==> config.mk <==
export PLATFORM = sky130hd
export DESIGN_NAME = discard_state_pointer_select
export DESIGN_NICKNAME = d
export VERILOG_FILES = /design/src/core/dsp_pkg.sv /design/src/core/discard_state_pointer_select.sv
export VERILOG_INCLUDE_DIRS = /design/src /design/src/core
export SDC_FILE = /design/constraint.sdc
export NUM_CORES = 1
export LEC_CHECK = 0
export ABC_AREA = 1
export BUFFER_PORTS_ARGS = -buffer_cell sky130_fd_sc_hd__clkbuf_2
export CAP_MARGIN = 20
export CORE_UTILIZATION = 26
export DETAILED_ROUTE_END_ITERATION = 10
export HOLD_SLACK_MARGIN = 0.03
export PLACE_DENSITY = 0.45
export SLEW_MARGIN = 20
export SYNTH_ARGS = -nofsm -noshare
export SYNTH_HDL_FRONTEND = slang
export SYNTH_SLANG_ARGS = --single-unit
==> constraint.sdc <==
create_clock -name pclk -period 5.46 [get_ports pclk]
set_clock_uncertainty 0.15 [all_clocks]
set_input_delay 0.273 -clock pclk [delete_from_list [all_inputs] [get_ports pclk]]
set_output_delay 0.273 -clock pclk [all_outputs]
set_load 0.1 [all_outputs]
==> src/core/dsp_params.svh <==
`ifndef DSP_PARAMS_SVH
`define DSP_PARAMS_SVH

// Field geometry
`define SEL_W 6
`define PTR_W 13
`define SEL_STD_LAST 6'h1F
`define SEL_TDM_FIRST 6'h20
`define SEL_TDM_LAST 6'h2F
`define SEL_BUS_FIRST 6'h30
`define SEL_FORCE0 6'h30
`define SEL_RST 6'h30
`define FIELD1_LO 6
// Offset positions of the two documented fields
`define PTR_BIT4 4
`define PTR_BIT5 5

// Header widths
`define STD_W 32
`define TDM_W 16
`define BUS_W 16

// Register indices; byte address is four times the index
`define IDX_BITS45 10'h20E
`define IDX_PAIR0 10'h212
`define IDX_STEP 2
`define IDX_STATUS 10'h220
`define NUM_PAIRS 7

// Bus widths
`define ADDR_W 12
`define DATA_W 32

`endif

==> src/core/dsp_pkg.sv <==
package dsp_pkg;
    // One selector field
    typedef logic [5:0] sel_t;
    // Assembled state memory offset
    typedef logic [12:0] ptr_t;
    // One bus word
    typedef logic [31:0] word_t;
endpackage

==> src/core/discard_state_pointer_select.sv <==
// The implementer's own choice: the APB register port.
`timescale 1ns/10ps
`include "dsp_params.svh"
module discard_state_pointer_select
    import dsp_pkg::*;
(
    input wire logic pclk,
    input wire logic presetn,
    input wire logic psel,
    input wire logic penable,
    input wire logic pwrite,
    input wire logic [11:0] paddr,
    input wire logic [31:0] pwdata,
    output logic [31:0] prdata,
    output logic pready,
    output logic pslverr,
    input wire logic cell_valid,
    input wire logic [31:0] std_hdr,
    input wire logic [15:0] tandem_hdr,
    input wire logic [15:0] bus_hdr,
    output logic [12:0] ptr,
    output logic ptr_valid
);

    // Selector fields, one per offset bit
    sel_t src_q [`PTR_W];
    // Selector view padded with a zero slot for the odd pair
    sel_t sel_w [`PTR_W + 1];
    // Read data captured in the setup phase
    word_t prdata_q;
    // Error answer captured in the setup phase
    logic pslverr_q;
    // Assembled pointer and its strobe
    ptr_t ptr_q;
    logic ptr_valid_q;

    // Word index and alignment of the access
    logic [9:0] idx;
    logic aligned;
    // Phases of the transfer
    logic setup;
    logic access;
    logic wr_en;
    // Per pair address hit
    logic [`NUM_PAIRS-1:0] hit;
    // Status register hit and overall map hit
    logic hit_status;
    logic mapped;
    // Read data accumulated across pairs
    word_t rd_chain [`NUM_PAIRS + 1];
    word_t rd_data;
    // All header bits in selector order
    logic [63:0] hdr_all;
    // Selected bit per offset position
    ptr_t ptr_d;

    // Named views of the documented fields
    sel_t offset_bit4_source;
    sel_t offset_bit5_source;
    sel_t offset_msb_source;
    sel_t offset_lsb_source;

    assign offset_bit4_source = src_q[`PTR_BIT4];
    assign offset_bit5_source = src_q[`PTR_BIT5];
    assign offset_msb_source = src_q[`PTR_W - 1];
    assign offset_lsb_source = src_q[0];

    // Bus decode
    assign idx = paddr[11:2];
    assign aligned = (paddr[1:0] == 2'h0);
    assign setup = psel & ~penable;
    assign access = psel & penable;
    // Single wait-free access phase, so pready is simply the phase
    assign pready = access;
    assign wr_en = access & pwrite & mapped;
    assign hit_status = aligned & (idx == `IDX_STATUS);
    assign mapped = (|hit) | hit_status;

    // Zero slot makes the lone msb field read like a pair
    assign sel_w[`PTR_W] = '0;

    // Header concatenation: standard low, tandem middle, bus high
    assign hdr_all = {bus_hdr, tandem_hdr, std_hdr};

    // Selector fields, their decode, write and read paths
    generate
        for (genvar i = 0; i < `PTR_W; i++) begin : g_field
            // Pair that holds this field, and where in the word
            localparam logic [9:0] FIDX = 10'(`IDX_PAIR0 - `IDX_STEP * (i / 2));
            localparam int LO = `FIELD1_LO * (i % 2);
            logic fhit;
            assign fhit = aligned & (idx == FIDX);
            assign sel_w[i] = src_q[i];

            // Field register; unknown reset replaced by the force-zero code
            always_ff @(posedge pclk or negedge presetn) begin
                if (!presetn) begin
                    src_q[i] <= `SEL_RST;
                end else if (wr_en && fhit) begin
                    // Write takes effect at the access edge only
                    src_q[i] <= pwdata[LO +: `SEL_W];
                end
            end

            // Offset bit: forced zero beats the header mapping
            assign ptr_d[i] = (src_q[i] == `SEL_FORCE0) ? 1'b0
                : hdr_all[src_q[i]];
        end

        for (genvar k = 0; k < `NUM_PAIRS; k++) begin : g_pair
            localparam logic [9:0] PIDX = 10'(`IDX_PAIR0 - `IDX_STEP * k);
            word_t word;
            assign hit[k] = aligned & (idx == PIDX);
            // Upper bits of every pair word read zero
            assign word = {20'h0, sel_w[2*k+1], sel_w[2*k]};
            assign rd_chain[k+1] = rd_chain[k] | (hit[k] ? word : '0);
        end
    endgenerate

    // Read mux: pairs, then the pointer status word
    assign rd_chain[0] = hit_status ? {19'h0, ptr_q} : '0;
    assign rd_data = rd_chain[`NUM_PAIRS];

    // Answer prepared at setup so prdata comes from a flop
    always_ff @(posedge pclk or negedge presetn) begin
        if (!presetn) begin
            prdata_q <= '0;
            pslverr_q <= 1'b0;
        end else if (setup) begin
            // Unmapped or unaligned words answer with an error
            prdata_q <= pwrite ? '0 : rd_data;
            pslverr_q <= ~mapped;
        end
    end

    assign prdata = prdata_q;
    assign pslverr = pslverr_q & access;

    // Pointer register: holds the last cell's offset
    always_ff @(posedge pclk or negedge presetn) begin
        if (!presetn) begin
            ptr_q <= '0;
            ptr_valid_q <= 1'b0;
        end else begin
            // One pointer per received cell
            ptr_valid_q <= cell_valid;
            if (cell_valid) begin
                ptr_q <= ptr_d;
            end
        end
    end

    assign ptr = ptr_q;
    assign ptr_valid = ptr_valid_q;

    // Checks below watch design-driven outputs and the selector fields
    // Bit 4 from standard header when selector below 32
    property p_bit4_std;
        @(posedge pclk) disable iff (!presetn)
        (cell_valid && offset_bit4_source <= `SEL_STD_LAST)
        |=> ptr[4] == $past(std_hdr[offset_bit4_source[4:0]]);
    endproperty
    a_bit4_std: assert property (p_bit4_std)
        else $error("offset bit 4 not taken from standard header");

    // Bit 5 from tandem header for 32..47
    property p_bit5_tdm;
        @(posedge pclk) disable iff (!presetn)
        (cell_valid && offset_bit5_source >= `SEL_TDM_FIRST
            && offset_bit5_source <= `SEL_TDM_LAST)
        |=> ptr[5] == $past(tandem_hdr[offset_bit5_source[3:0]]);
    endproperty
    a_bit5_tdm: assert property (p_bit5_tdm)
        else $error("offset bit 5 not taken from tandem header");

    // Msb from bus routing header above 48
    property p_msb_bus;
        @(posedge pclk) disable iff (!presetn)
        (cell_valid && offset_msb_source > `SEL_BUS_FIRST)
        |=> ptr[12] == $past(bus_hdr[offset_msb_source[3:0]]);
    endproperty
    a_msb_bus: assert property (p_msb_bus)
        else $error("offset msb not taken from bus routing header");

    // Lsb from the standard header, tied to selector zero
    property p_lsb_std;
        @(posedge pclk) disable iff (!presetn)
        (cell_valid && offset_lsb_source <= `SEL_STD_LAST)
        |=> ptr[0] == $past(std_hdr[offset_lsb_source[4:0]]);
    endproperty
    a_lsb_std: assert property (p_lsb_std)
        else $error("offset lsb not taken from selector zero");

    // Force-zero pattern gives zero whatever the headers hold
    property p_force0;
        @(posedge pclk) disable iff (!presetn)
        (cell_valid && offset_bit4_source == `SEL_FORCE0) |=> !ptr[4];
    endproperty
    a_force0: assert property (p_force0)
        else $error("forced offset bit not zero");

    // One strobe per cell, pointer stable between cells
    property p_one_ptr;
        @(posedge pclk) disable iff (!presetn)
        !cell_valid |=> !ptr_valid && $stable(ptr);
    endproperty
    a_one_ptr: assert property (p_one_ptr)
        else $error("pointer moved without a cell");

    // Write to the documented word lands in both fields
    property p_write45;
        @(posedge pclk) disable iff (!presetn)
        (access && pwrite && aligned && idx == `IDX_BITS45)
        |=> offset_bit4_source == $past(pwdata[5:0])
            && offset_bit5_source == $past(pwdata[11:6]);
    endproperty
    a_write45: assert property (p_write45)
        else $error("selector write for bits 4 and 5 lost");

    // Read of the documented word: fields back, upper bits zero
    property p_read45;
        @(posedge pclk) disable iff (!presetn)
        (setup && !pwrite && aligned && idx == `IDX_BITS45)
        ##1 access
        |-> prdata[31:12] == 20'h0
            && prdata[11:0] == {offset_bit5_source, offset_bit4_source};
    endproperty
    a_read45: assert property (p_read45)
        else $error("readback of bits 4 and 5 wrong");

    // Unmapped word answers with an error in the access phase
    property p_unmapped;
        @(posedge pclk) disable iff (!presetn)
        (setup && !mapped) ##1 access |-> pslverr && pready;
    endproperty
    a_unmapped: assert property (p_unmapped)
        else $error("unmapped access not flagged");

    // Bit 4 from bus routing header above the force code
    property p_bit4_bus;
        @(posedge pclk) disable iff (!presetn)
        (cell_valid && offset_bit4_source > `SEL_BUS_FIRST)
        |=> ptr[`PTR_BIT4] == $past(bus_hdr[offset_bit4_source[3:0]]);
    endproperty
    a_bit4_bus: assert property (p_bit4_bus)
        else $error("offset bit 4 not taken from bus routing header");

    // Bit 5 forced low by the special code
    property p_force0_bit5;
        @(posedge pclk) disable iff (!presetn)
        (cell_valid && offset_bit5_source == `SEL_FORCE0) |=> !ptr[`PTR_BIT5];
    endproperty
    a_force0_bit5: assert property (p_force0_bit5)
        else $error("forced offset bit 5 not zero");

    // Bit 5 from standard header below 32
    property p_bit5_std;
        @(posedge pclk) disable iff (!presetn)
        (cell_valid && offset_bit5_source <= `SEL_STD_LAST)
        |=> ptr[`PTR_BIT5] == $past(std_hdr[offset_bit5_source[4:0]]);
    endproperty
    a_bit5_std: assert property (p_bit5_std)
        else $error("offset bit 5 not taken from standard header");

    // Every cell gives a pointer strobe one cycle later
    property p_ptr_strobe;
        @(posedge pclk) disable iff (!presetn)
        cell_valid |=> ptr_valid;
    endproperty
    a_ptr_strobe: assert property (p_ptr_strobe)
        else $error("cell without a pointer strobe");

    // Refused writes must not disturb the documented fields
    property p_keep_unmapped;
        @(posedge pclk) disable iff (!presetn)
        (access && pwrite && !mapped)
        |=> $stable(offset_bit4_source) && $stable(offset_bit5_source);
    endproperty
    a_keep_unmapped: assert property (p_keep_unmapped)
        else $error("refused write changed a selector");

    // Every pair word reads zero above its two fields
    property p_pair_upper;
        @(posedge pclk) disable iff (!presetn)
        (setup && !pwrite && (|hit)) ##1 access |-> prdata[31:12] == 20'h0;
    endproperty
    a_pair_upper: assert property (p_pair_upper)
        else $error("reserved bits of a selector word not zero");

    // Main scenarios
    c_force0: cover property (@(posedge pclk) disable iff (!presetn)
        cell_valid && offset_bit4_source == `SEL_FORCE0);
    c_tandem: cover property (@(posedge pclk) disable iff (!presetn)
        cell_valid && offset_bit5_source == `SEL_TDM_LAST);
    c_write: cover property (@(posedge pclk) disable iff (!presetn)
        access && pwrite && aligned && idx == `IDX_BITS45);
    c_back2back: cover property (@(posedge pclk) disable iff (!presetn)
        cell_valid ##1 cell_valid);
    c_bus_msb: cover property (@(posedge pclk) disable iff (!presetn)
        cell_valid && offset_msb_source > `SEL_BUS_FIRST);

endmodule

==> results of run 1 <==
[path summary, 6_finish.rpt]
check	to	slack [ns]
hold reg to reg	g_pair[4].word[11]$_DFFE_PN1P_	0.34
hold / removal	offset_bit5_source[4]$_DFFE_PN1P_	0.07
setup reg to reg	ptr[10]$_DFFE_PN0P_	2.46
setup / recovery	g_pair[1].word[0]$_DFFE_PN0P_	2.31
min in group asynchronous	g_pair[1].word[2]$_DFFE_PN0P_	0.28
max in group asynchronous	g_pair[4].word[0]$_DFFE_PN0P_	3.54
[cells in the final DEF (no fill, tap or decap), types with 3 or more instances in the layout]
| cell type | instances |
|---|---|
| a21boi_0 | 7 |
| a21oi_1 | 94 |
| buf_4 | 24 |
| clkbuf_16 | 9 |
| clkbuf_2 | 121 |
| clkinv_1 | 22 |
| conb_1 | 19 |
| dfrtp_1 | 79 |
| dfstp_2 | 26 |
| inv_1 | 176 |
| inv_2 | 3 |
| inv_6 | 3 |
| nand2_1 | 1063 |
| nand3_1 | 480 |
| nand3_2 | 3 |
| nand4_1 | 80 |
| nor2_1 | 101 |
| nor3_1 | 11 |
| o211ai_1 | 120 |
| o21ai_0 | 117 |
[state kept, by name, indices dropped and copies added, names as in the netlist]
register	cells
ptr	13
offset_msb_source	6
pslverr_q	1
offset_bit5_source	6
offset_bit4_source	6
ptr_valid	1
prdata	13
offset_lsb_source	6
g_pair.word	54
[kinds of logic (layout without fill, tap and decap cells)]
logic type      Yosys count  after routing  share of synthesized area, %
other cells               1             19                       0.02687
buf+inv                 455            363                         13.13
flops                   106            106                         19.24
simple gates           1746           1746                         53.14
compound gates          339            339                         14.47
[stage by stage]
step	instance area (sq um)	setup slack (ns)	power, mW	util, %
global route	14950	2.083	2.149	28.33
finish	14950	2.314	2.070	28.33
floorplan	14030	3.423	1.168	-
detailed placement	14600	1.964	1.357	27.68
CTS	14940	2.350	2.085	28.32
global placement	14600	2.009	1.354	27.68
[power groups by stage]
stage / sequential, mW / clock, mW / combinational, mW
2_1_floorplan: 0.883 / 0 / 0.285
3_3_place_gp: 0.822 / 0 / 0.531
3_5_place_dp: 0.823 / 0 / 0.533
4_1_cts: 0.809 / 0.741 / 0.536
5_1_grt: 0.809 / 0.768 / 0.573
6_report: 0.808 / 0.722 / 0.539
[critical path, cell delays in order]
cell,delay (ns)
clkbuf_2,0.08
nor2_2,0.15
nand3_2,0.10
nor3_4,0.36
nand2_2,0.28
inv_2,0.31
nor2_1,0.10
nand3_2,0.57
nand3_1,0.70
nand2_1,0.20
nand2_1,0.07
[what timing repair did]
| item | CTS | global route |
|---|---|---|
| hold endpoints to repair | 29 | 0 |
| gates resized for setup | 0 | 0 |
| hold buffers | 1 | 0 |
| buffers inserted | 0 | 0 |
[cells in the mapped netlist, types with 2 or more instances]
cell type	count	area [sq um]
a21boi_0	7	52.55
a21oi_1	94	470.5
buf_1	9	33.78
buf_2	23	115.1
buf_4	19	142.6
buf_6	3	33.78
clkbuf_1	198	743.2
clkbuf_2	2	10.01
clkinv_1	22	82.58
dfrtp_1	80	2002
dfstp_2	26	683.2
inv_1	176	660.6
inv_2	3	11.26
nand2_1	1063	3990
nand2_2	2	12.51
nand3_1	480	2402
nand3_2	3	30.03
nand4_1	80	500.5
nor2_1	103	386.6
nor3_1	11	55.05
o211ai_1	120	900.9
o21ai_0	117	585.6
[per-layer routing]
layer	global-route usage (%)	routed length (um)	vias up
met5	0	27	-
met4	9.152	2455	4
met3	3.271	5807	130
met2	39.52	31390	918
met1	35.07	30890	8477
li1	-	-	8477
[area by class of cell]
class	count	share of cell area (%)
Inverter	201	5.048
Clock inverter	7	0.6697
Tap cell	688	5.760
Sequential cell	106	17.97
Timing Repair Buffer	146	5.324
Multi-Input combinational cell	2104	63.72
Clock buffer	9	1.507
==> summary.txt, run 1 <==
Highest net fanout along the worst path = 40
Fin crit period = 3.146 ns
Sw Ratio = 36.83%
Status = finished, violations left
Via/cell ratio = 5.522
Die X = 233.7 um
VDD IR max = 0.1235 mV
Starting Density = 26.46%
Synth Flop Type = dfrtp_1
Sum Neg Setup Slack = 0 ns
Area of the multi-input gates = 9523 sq um
Routed len/inst = 21.64 um
DIE AREA = 54620 sq um
Layout cells sized above 1 = 7.812%
RSZ-0062 raised after global routing = no
H-tree depth = 3
CTS tree = built
CTS max path bufs = 2
CP Capture Type = flop
Residual DRC = 8
Syn Std Cell Area = 13960 sq um
Arrival time worst endpoint = 3.24 ns
R2R Path Start = g_pair[5].word[1]$_DFFE_PN0P_
P_int = 1.307 mW
Worst r2r path cells = 11
Die Y = 233.7 um
Max_cap viols = 0
Final hold violation count = 0
RD Place Congestion = 0.9389
Drt total wl = 70570 um
Post-synth EDFFs = 0
Min-delay worst type = primary input to flop
Slew margin rel. = 31.17%
Pin count of the biggest net entering global routing = 68
HP Start = pwdata[10]
Non-filler cells, final = 3261
Gate count after technology mapping = 2647
IO Port Bufs = 122
Overflow left after global routing = 0
Clk Latency, worst-skew pair = 0.37 ns
First drt pass iteration count = 11
DR vias = 18010
Placed cells = 3244
Post-DP HPWL = 51850 um
Leakage power = 6.865 nW
Clk pwr share = 34.9%
Hold depth = 3
Antenna diode count = 0
Clock net sink count = 106
Vias in the first global route = 15770
Final ANT Viol Nets = 0
Distinct cells, synth = 28
Failing checks = DRC
# nets final = 2682
Clock transition at path regs = 0.07 ns
Worst hold slack = 0.07114 ns
CP Launch Type = primary input
Fillers = 6101
Fmax = 0.3179 GHz
Clock buffer count from CTS = 9
Worst EP required = 5.56 ns
Register area share after synthesis = 19.24%
Core ar. = 52760 sq um
Syn_area_per_cell = 5.273 sq um
Layout area overhead = 7.073%
Num rows = 84
Number of synthesized register bits = 106
Pwr dens = 138.5 nW/um^2
Comb power frac = 26.1%
Sequential cell area = 2686 sq um
Worst Tran Pin Value = 1.032 ns
Crit. Startpoint = paddr[9]
Register share of total power = 39.0%
Number of I/O pins = 162
NetSw = 0.7622 mW
Max-slew violations = 0
Yosys warns = 0
Drt initial violations = 2009
Critical path class = primary input to flop
Total GRT Usage = 25.21%
First-pass GRT wire length = 103400 um
Asr flop ratio synth = 100.0%
Initial antenna violation count = 2
Crit share post-route = 57.62%
CTS Root Cell = clkbuf_16
# setup viols final = 0
Note: power is estimated with default switching activity, not from simulation.
==> run 2, diff against run 1 <==
- ABC_AREA: 1 -> 0
- PLACE_DENSITY: 0.45 -> 0.47
- clock period: 5.46 -> 2.7 ns (I/O delays scaled with it)
==> summary.txt, run 2 <==
CTS tree = built
CTS Root Cell = clkbuf_16
PostCTS Resize Cnt = 0
Post-synth EDFFs = 0
Most used cell, CP = mux4_2
Final WS setup = 0.1737 ns
Highest net fanout along the worst path = 9
Area of the multi-input gates = 8792 sq um
Fmax = 0.3958 GHz
# setup viols final = 0
Max-slew violations = 0
Asr flop ratio synth = 100.0%
Clock net sink count = 106
Clock transition at path regs = 0.09 ns
Grt met3 use = 4.726%
Die Y = 218.9 um
Core ar. = 46460 sq um
Vias in the first global route = 9783
Number of synthesized register bits = 106
Slew margin rel. = 41.23%
Register area share after synthesis = 21.96%
First-pass GRT wire length = 68980 um
Die X = 218.9 um
Max incr delay on CP = 0.66 ns
Gate count after technology mapping = 966
CP Launch Type = flop
Number of I/O pins = 162
Grt peak-use layer = met2
Layout area overhead = 13.73%
Worst EP required = 2.81 ns
RSZ-0062 raised after global routing = no
Starting Density = 26.32%
Most frequent cells in the layout = 226 x mux4_2, 121 x clkbuf_2, 94 x mux2_2, 80 x dfrtp_1, 72 x mux2i_1
Initial antenna violation count = 5
Max reg flops = 54
Layout cells sized above 1 = 54.88%
Clock buffer count from CTS = 9
IO Port Bufs = 122
Sum Neg Setup Slack = 0 ns
Worst Tran Pin Value = 0.8816 ns
Sequential cell area = 2685 sq um
Commonest cells post-synth = 226 x mux4_2, 125 x clkbuf_1, 94 x mux2_2, 80 x dfrtp_1, 72 x mux2i_1
Syn Std Cell Area = 12230 sq um
GR Util met2 = 31.66%
Leading post-synthesis cells by cell area = mux4_2 42%, dfrtp_1 16%, mux2_2 8.7%, mux2i_1 5.9%, dfstp_2 5.6%
Pwr dens = 290.2 nW/um^2
Residual DRC = 0
Final hold violation count = 0
Routed len/inst = 28.58 um
Dpl cell area = 13460 sq um
H-tree depth = 3
Crit share post-route = 93.57%
CTS max path bufs = 2
Overflow left after global routing = 0
Yosys warns = 0
Pre-CTS worst setup slack = 0.1159 ns
Drt total wl = 46360 um
Leakage power = 4.802 nW
Crit path buf inv count = 0
Crit-path slowest cell = dfrtp_1
Total chip power = 4.036 mW
Arrival time worst endpoint = 2.64 ns
# nets final = 1124
VDD IR max = 0.2046 mV
Max_cap viols = 0
Final ANT Viol Nets = 0
Min-delay worst type = primary input to flop
Critical path class = flop to flop
Distinct cells, synth = 58
Num rows = 79
Clk Latency, worst-skew pair = 0.37 ns
Most frequent cell after synthesis = mux4_2
Dominant cell type by area after synthesis = mux4_2
Status = complete, no violations
Total GRT Usage = 19.69%
Met1 Use GR = 26.57%
Share of Yosys cell area claimed by the top area cell type = 41.62%
Fin crit period = 2.526 ns
Via/cell ratio = 5.964
DR vias = 9673
Synth Flop Type = dfrtp_1
Finished Cell Area = 13910 sq um
RD Place Congestion = 0.9070
Pin count of the biggest net entering global routing = 49
Antenna diode count = 0
Post-DP HPWL = 35970 um
Drt initial violations = 976
Top Family by Delay on Critical Path = multiplexers
Syn_area_per_cell = 12.66 sq um
CP Capture Type = flop
Fillers = 4710
Worst hold slack = 0.05010 ns
Most common cell after layout, fill and taps aside = mux4_2
First drt pass iteration count = 5
DIE AREA = 47900 sq um
CP Cell Sequence = mux4_2, mux4_2, mux2i_1, or3_1, nand3_1
==> run 2: worst paths after layout <==
kind | start | cells past startpoint | slack (ns) | end
worst min-delay path | paddr[0] | 5 | 0.05 | pslverr_q$_DFFE_PN0P_
max in group asynchronous | presetn | 3 | 1.50 | g_pair[4].word[10]$_DFFE_PN1P_
min in group asynchronous | presetn | 2 | 0.16 | prdata[12]$_DFFE_PN0P_
worst max-delay path | offset_bit4_source[0]$_DFFE_PN0P_ | 5 | 0.17 | ptr[4]$_DFFE_PN0P_
worst max register to register | offset_bit4_source[0]$_DFFE_PN0P_ | 5 | 0.17 | ptr[4]$_DFFE_PN0P_
worst min register to register | pslverr_q$_DFFE_PN0P_ | 2 | 0.34 | pslverr_q$_DFFE_PN0P_
==> run 2: metal layers <==
layer  wire length, um  vias to the layer above  share of wire (%)
met3              3586                       54                7.7
met4               882                        8                1.9
met2             22150                      431                 48
li1                  -                     3993                  -
met1             19710                     5187                 43
met5                43                        -              0.093
==> run 2: tightest hold or removal path, stage by stage <==
cell and delay, ns:
clkbuf_2 0.09, nor2_1 0.07, nand2_1 0.08, a211oi_1 0.04, o21ai_0 0.12
==> run 2: where the power goes <==
group	switching, mW	total, mW	internal [mW]
logic	0.711	1.07	0.360
registers	0.0304	1.64	1.61
clock network	0.681	1.33	0.645
total	1.42	4.04	2.61
==> run 2: kinds of logic (layout without fill, tap and decap cells) <==
family	Yosys count	in the layout	synth area share, %
other	1	19	0.03067
buffers and inverters	189	220	6.794
multiplexers	395	395	56.45
AND/OR/NAND/NOR	158	158	7.889
flip-flops	106	106	21.96
AO/OA/AOI/OAI	117	117	6.876
==> run 2: layout make-up <==
class	count	area share, %
multi-input combinational	689	63.22
sequential	106	19.31
timing repair buffer	198	9.789
tap	607	5.461
clock buffer	9	1.619
clock inverter	7	0.4408
inverter	6	0.1619
==> run 2: stage by stage <==
step / cells / utilization, %
6_report: 1622 / 29.94
5_1_grt: 1622 / 29.94
4_1_cts: 1622 / 29.94
3_5_place_dp: 1590 / 28.97
3_3_place_gp: 1590 / 28.97
2_1_floorplan: 984 / -
==> run 2: timing repair <==
item,4_1_cts,5_1_grt
endpoints found under the setup margin,0,0
endpoints found under the hold margin,119,0
hold buffers,16,0
buffers inserted,0,0
==> run 3, diff against run 2 <==
--- a/config.mk
+++ b/config.mk
@@ -15,3 +15,2 @@
 export PLACE_DENSITY = 0.47
-export SLEW_MARGIN = 20
 export SYNTH_ARGS = -nofsm -noshare
==> constraint.sdc (replaced) <==
create_clock -name pclk -period 2.7 [get_ports pclk]
set_clock_uncertainty 0.15 [all_clocks]
set_input_delay 0.405 -clock pclk [delete_from_list [all_inputs] [get_ports pclk]]
set_output_delay 0.405 -clock pclk [all_outputs]
set_load 0.1 [all_outputs]
==> summary.txt, run 3 (same netlist as run 2, synthesis figures left out) <==
Max incr delay on CP = 0.82 ns
R2r setup slk = 0.08 ns
Final ANT Viol Nets = 0
# nets final = 1137
Overflow left after global routing = 0
Status = complete, no violations
Clock net sink count = 106
H-tree depth = 3
Min-delay worst type = primary input to flop
CTS Hold Bufs = 1
Drt total wl = 46440 um
Slew margin rel. = 47.37%
Starting Density = 26.32%
Most used cell, CP = mux4_2
Clock transition at path regs = 0.09 ns
Die X = 218.9 um
CTS tree = built
Clock buffer count from CTS = 9
Pin count of the biggest net entering global routing = 107
Worst EP required = 2.78 ns
First-pass GRT wire length = 69720 um
Total GRT Usage = 19.75%
# Post-CTS Setup Buffers = 0
CP Launch Type = flop
Pwr dens = 297.4 nW/um^2
CTS max path bufs = 2
Routed len/inst = 28.40 um
CP Cell Sequence = mux4_2, mux4_2, mux2i_1, o311ai_0
Layout cells sized above 1 = 57.00%
Arrival time worst endpoint = 2.70 ns
RD Place Congestion = 0.9112
Core ar. = 46460 sq um
Max_cap viols = 0
Initial antenna violation count = 1
Crit-path slowest cell = dfrtp_1
Worst Tran Pin Value = 0.7894 ns
Clk Latency, worst-skew pair = 0.38 ns
IO Port Bufs = 122
Via/cell ratio = 5.956
VDD IR max = 0.2320 mV
Die Y = 218.9 um
Final hold violation count = 0
CTS Root Cell = clkbuf_16
Number of I/O pins = 162
Layout area overhead = 14.01%
Crit share post-route = 97.19%
Total chip power = 4.146 mW
RSZ-0062 raised after global routing = no
Max reg flops = 54
Num rows = 79
Antenna diode count = 0
Most frequent cells in the layout = 226 x mux4_2, 121 x clkbuf_2, 94 x mux2_2, 82 x buf_4, 80 x dfrtp_1
DIE AREA = 47900 sq um
Drt initial violations = 1256
Crit path buf inv count = 0
CP Capture Type = flop
Critical path class = flop to flop
# setup viols final = 0
Leakage power = 4.878 nW
Vias in the first global route = 9838
Most common cell after layout, fill and taps aside = mux4_2
First drt pass iteration count = 5
PostCTS Resize Cnt = 0
Max-slew violations = 0
Highest net fanout along the worst path = 14
Fmax = 0.3811 GHz
DR vias = 9738
Top Family by Delay on Critical Path = multiplexers
Worst hold slack = 0.1791 ns
Post-DP HPWL = 36000 um
Fin crit period = 2.624 ns
Residual DRC = 0
## run 3: cell types whose count changed in the layout (fill, tap and decap cells not counted), sizes merged
cell	before	now
clkinvlp	1	0
clkinv	3	5
dlygate4sd3	16	1
inv	9	8
buf	61	89
## run 3: final cells by class
class	instances	area, sq um
clock buffer	9	225.2
multi-input combinational	689	8793
clock inverter	7	83.83
sequential	106	2685
fill	4712	32520
inverter	6	22.52
timing repair buffer	211	1371
tap	607	759.5
## run 3: tightest hold or removal path, delay by kind of cell
| kind | cells | cell delay [ns] |
|---|---|---|
| AOI/OAI and AO/OA | 1 | 0.06 |
| buffers and inverters | 1 | 0.10 |
| and+or+nand+nor | 1 | 0.10 |
## run 3: stage by stage
step	instance area (sq um)	cells	utilization, %	setup TNS (ns)	setup slack, ns
3_3_place_gp	13620	1618	29.32	-1.339	-0.06747
5_1_grt	13940	1635	30.01	0	0.01256
3_5_place_dp	13620	1618	29.32	-2.025	-0.08513
2_1_floorplan	12300	984	-	-0.4639	-0.02981
6_report	13940	1635	30.01	0	0.07596
4_1_cts	13940	1635	30.01	0	0.1769
## run 3: path summary, 6_finish.rpt
| check | cells after the start | endpoint | from |
|---|---|---|---|
| setup / recovery | 4 | ptr[11]$_DFFE_PN0P_ | g_pair[5].word[7]$_DFFE_PN0P_ |
| hold / removal | 3 | prdata[12]$_DFFE_PN0P_ | pwrite |
| setup reg to reg | 4 | ptr[11]$_DFFE_PN0P_ | g_pair[5].word[7]$_DFFE_PN0P_ |
| hold reg to reg | 2 | prdata[2]$_DFFE_PN0P_ | prdata[2]$_DFFE_PN0P_ |
| max in group asynchronous | 3 | g_pair[1].word[6]$_DFFE_PN0P_ | presetn |
| min in group asynchronous | 3 | ptr[0]$_DFFE_PN0P_ | presetn |
## run 3: per-layer routing
layer  up-vias  routed length [um]  GRT usage, %  part of all wire (%)
met5         -                  17             0                 0.037
met4         2                 546         3.681                   1.2
met2       406               22530         31.97                    49
li1       4035                   -             -                     -
met1      5258               19830         27.07                    43
met3        37                3519         4.463                   7.6
## run 3: power breakdown
part           total (mW)  internal (mW)  switching (mW)
Sequential           1.64           1.61          0.0317
Combinational        1.08          0.365           0.718
Clock                1.42          0.662           0.762
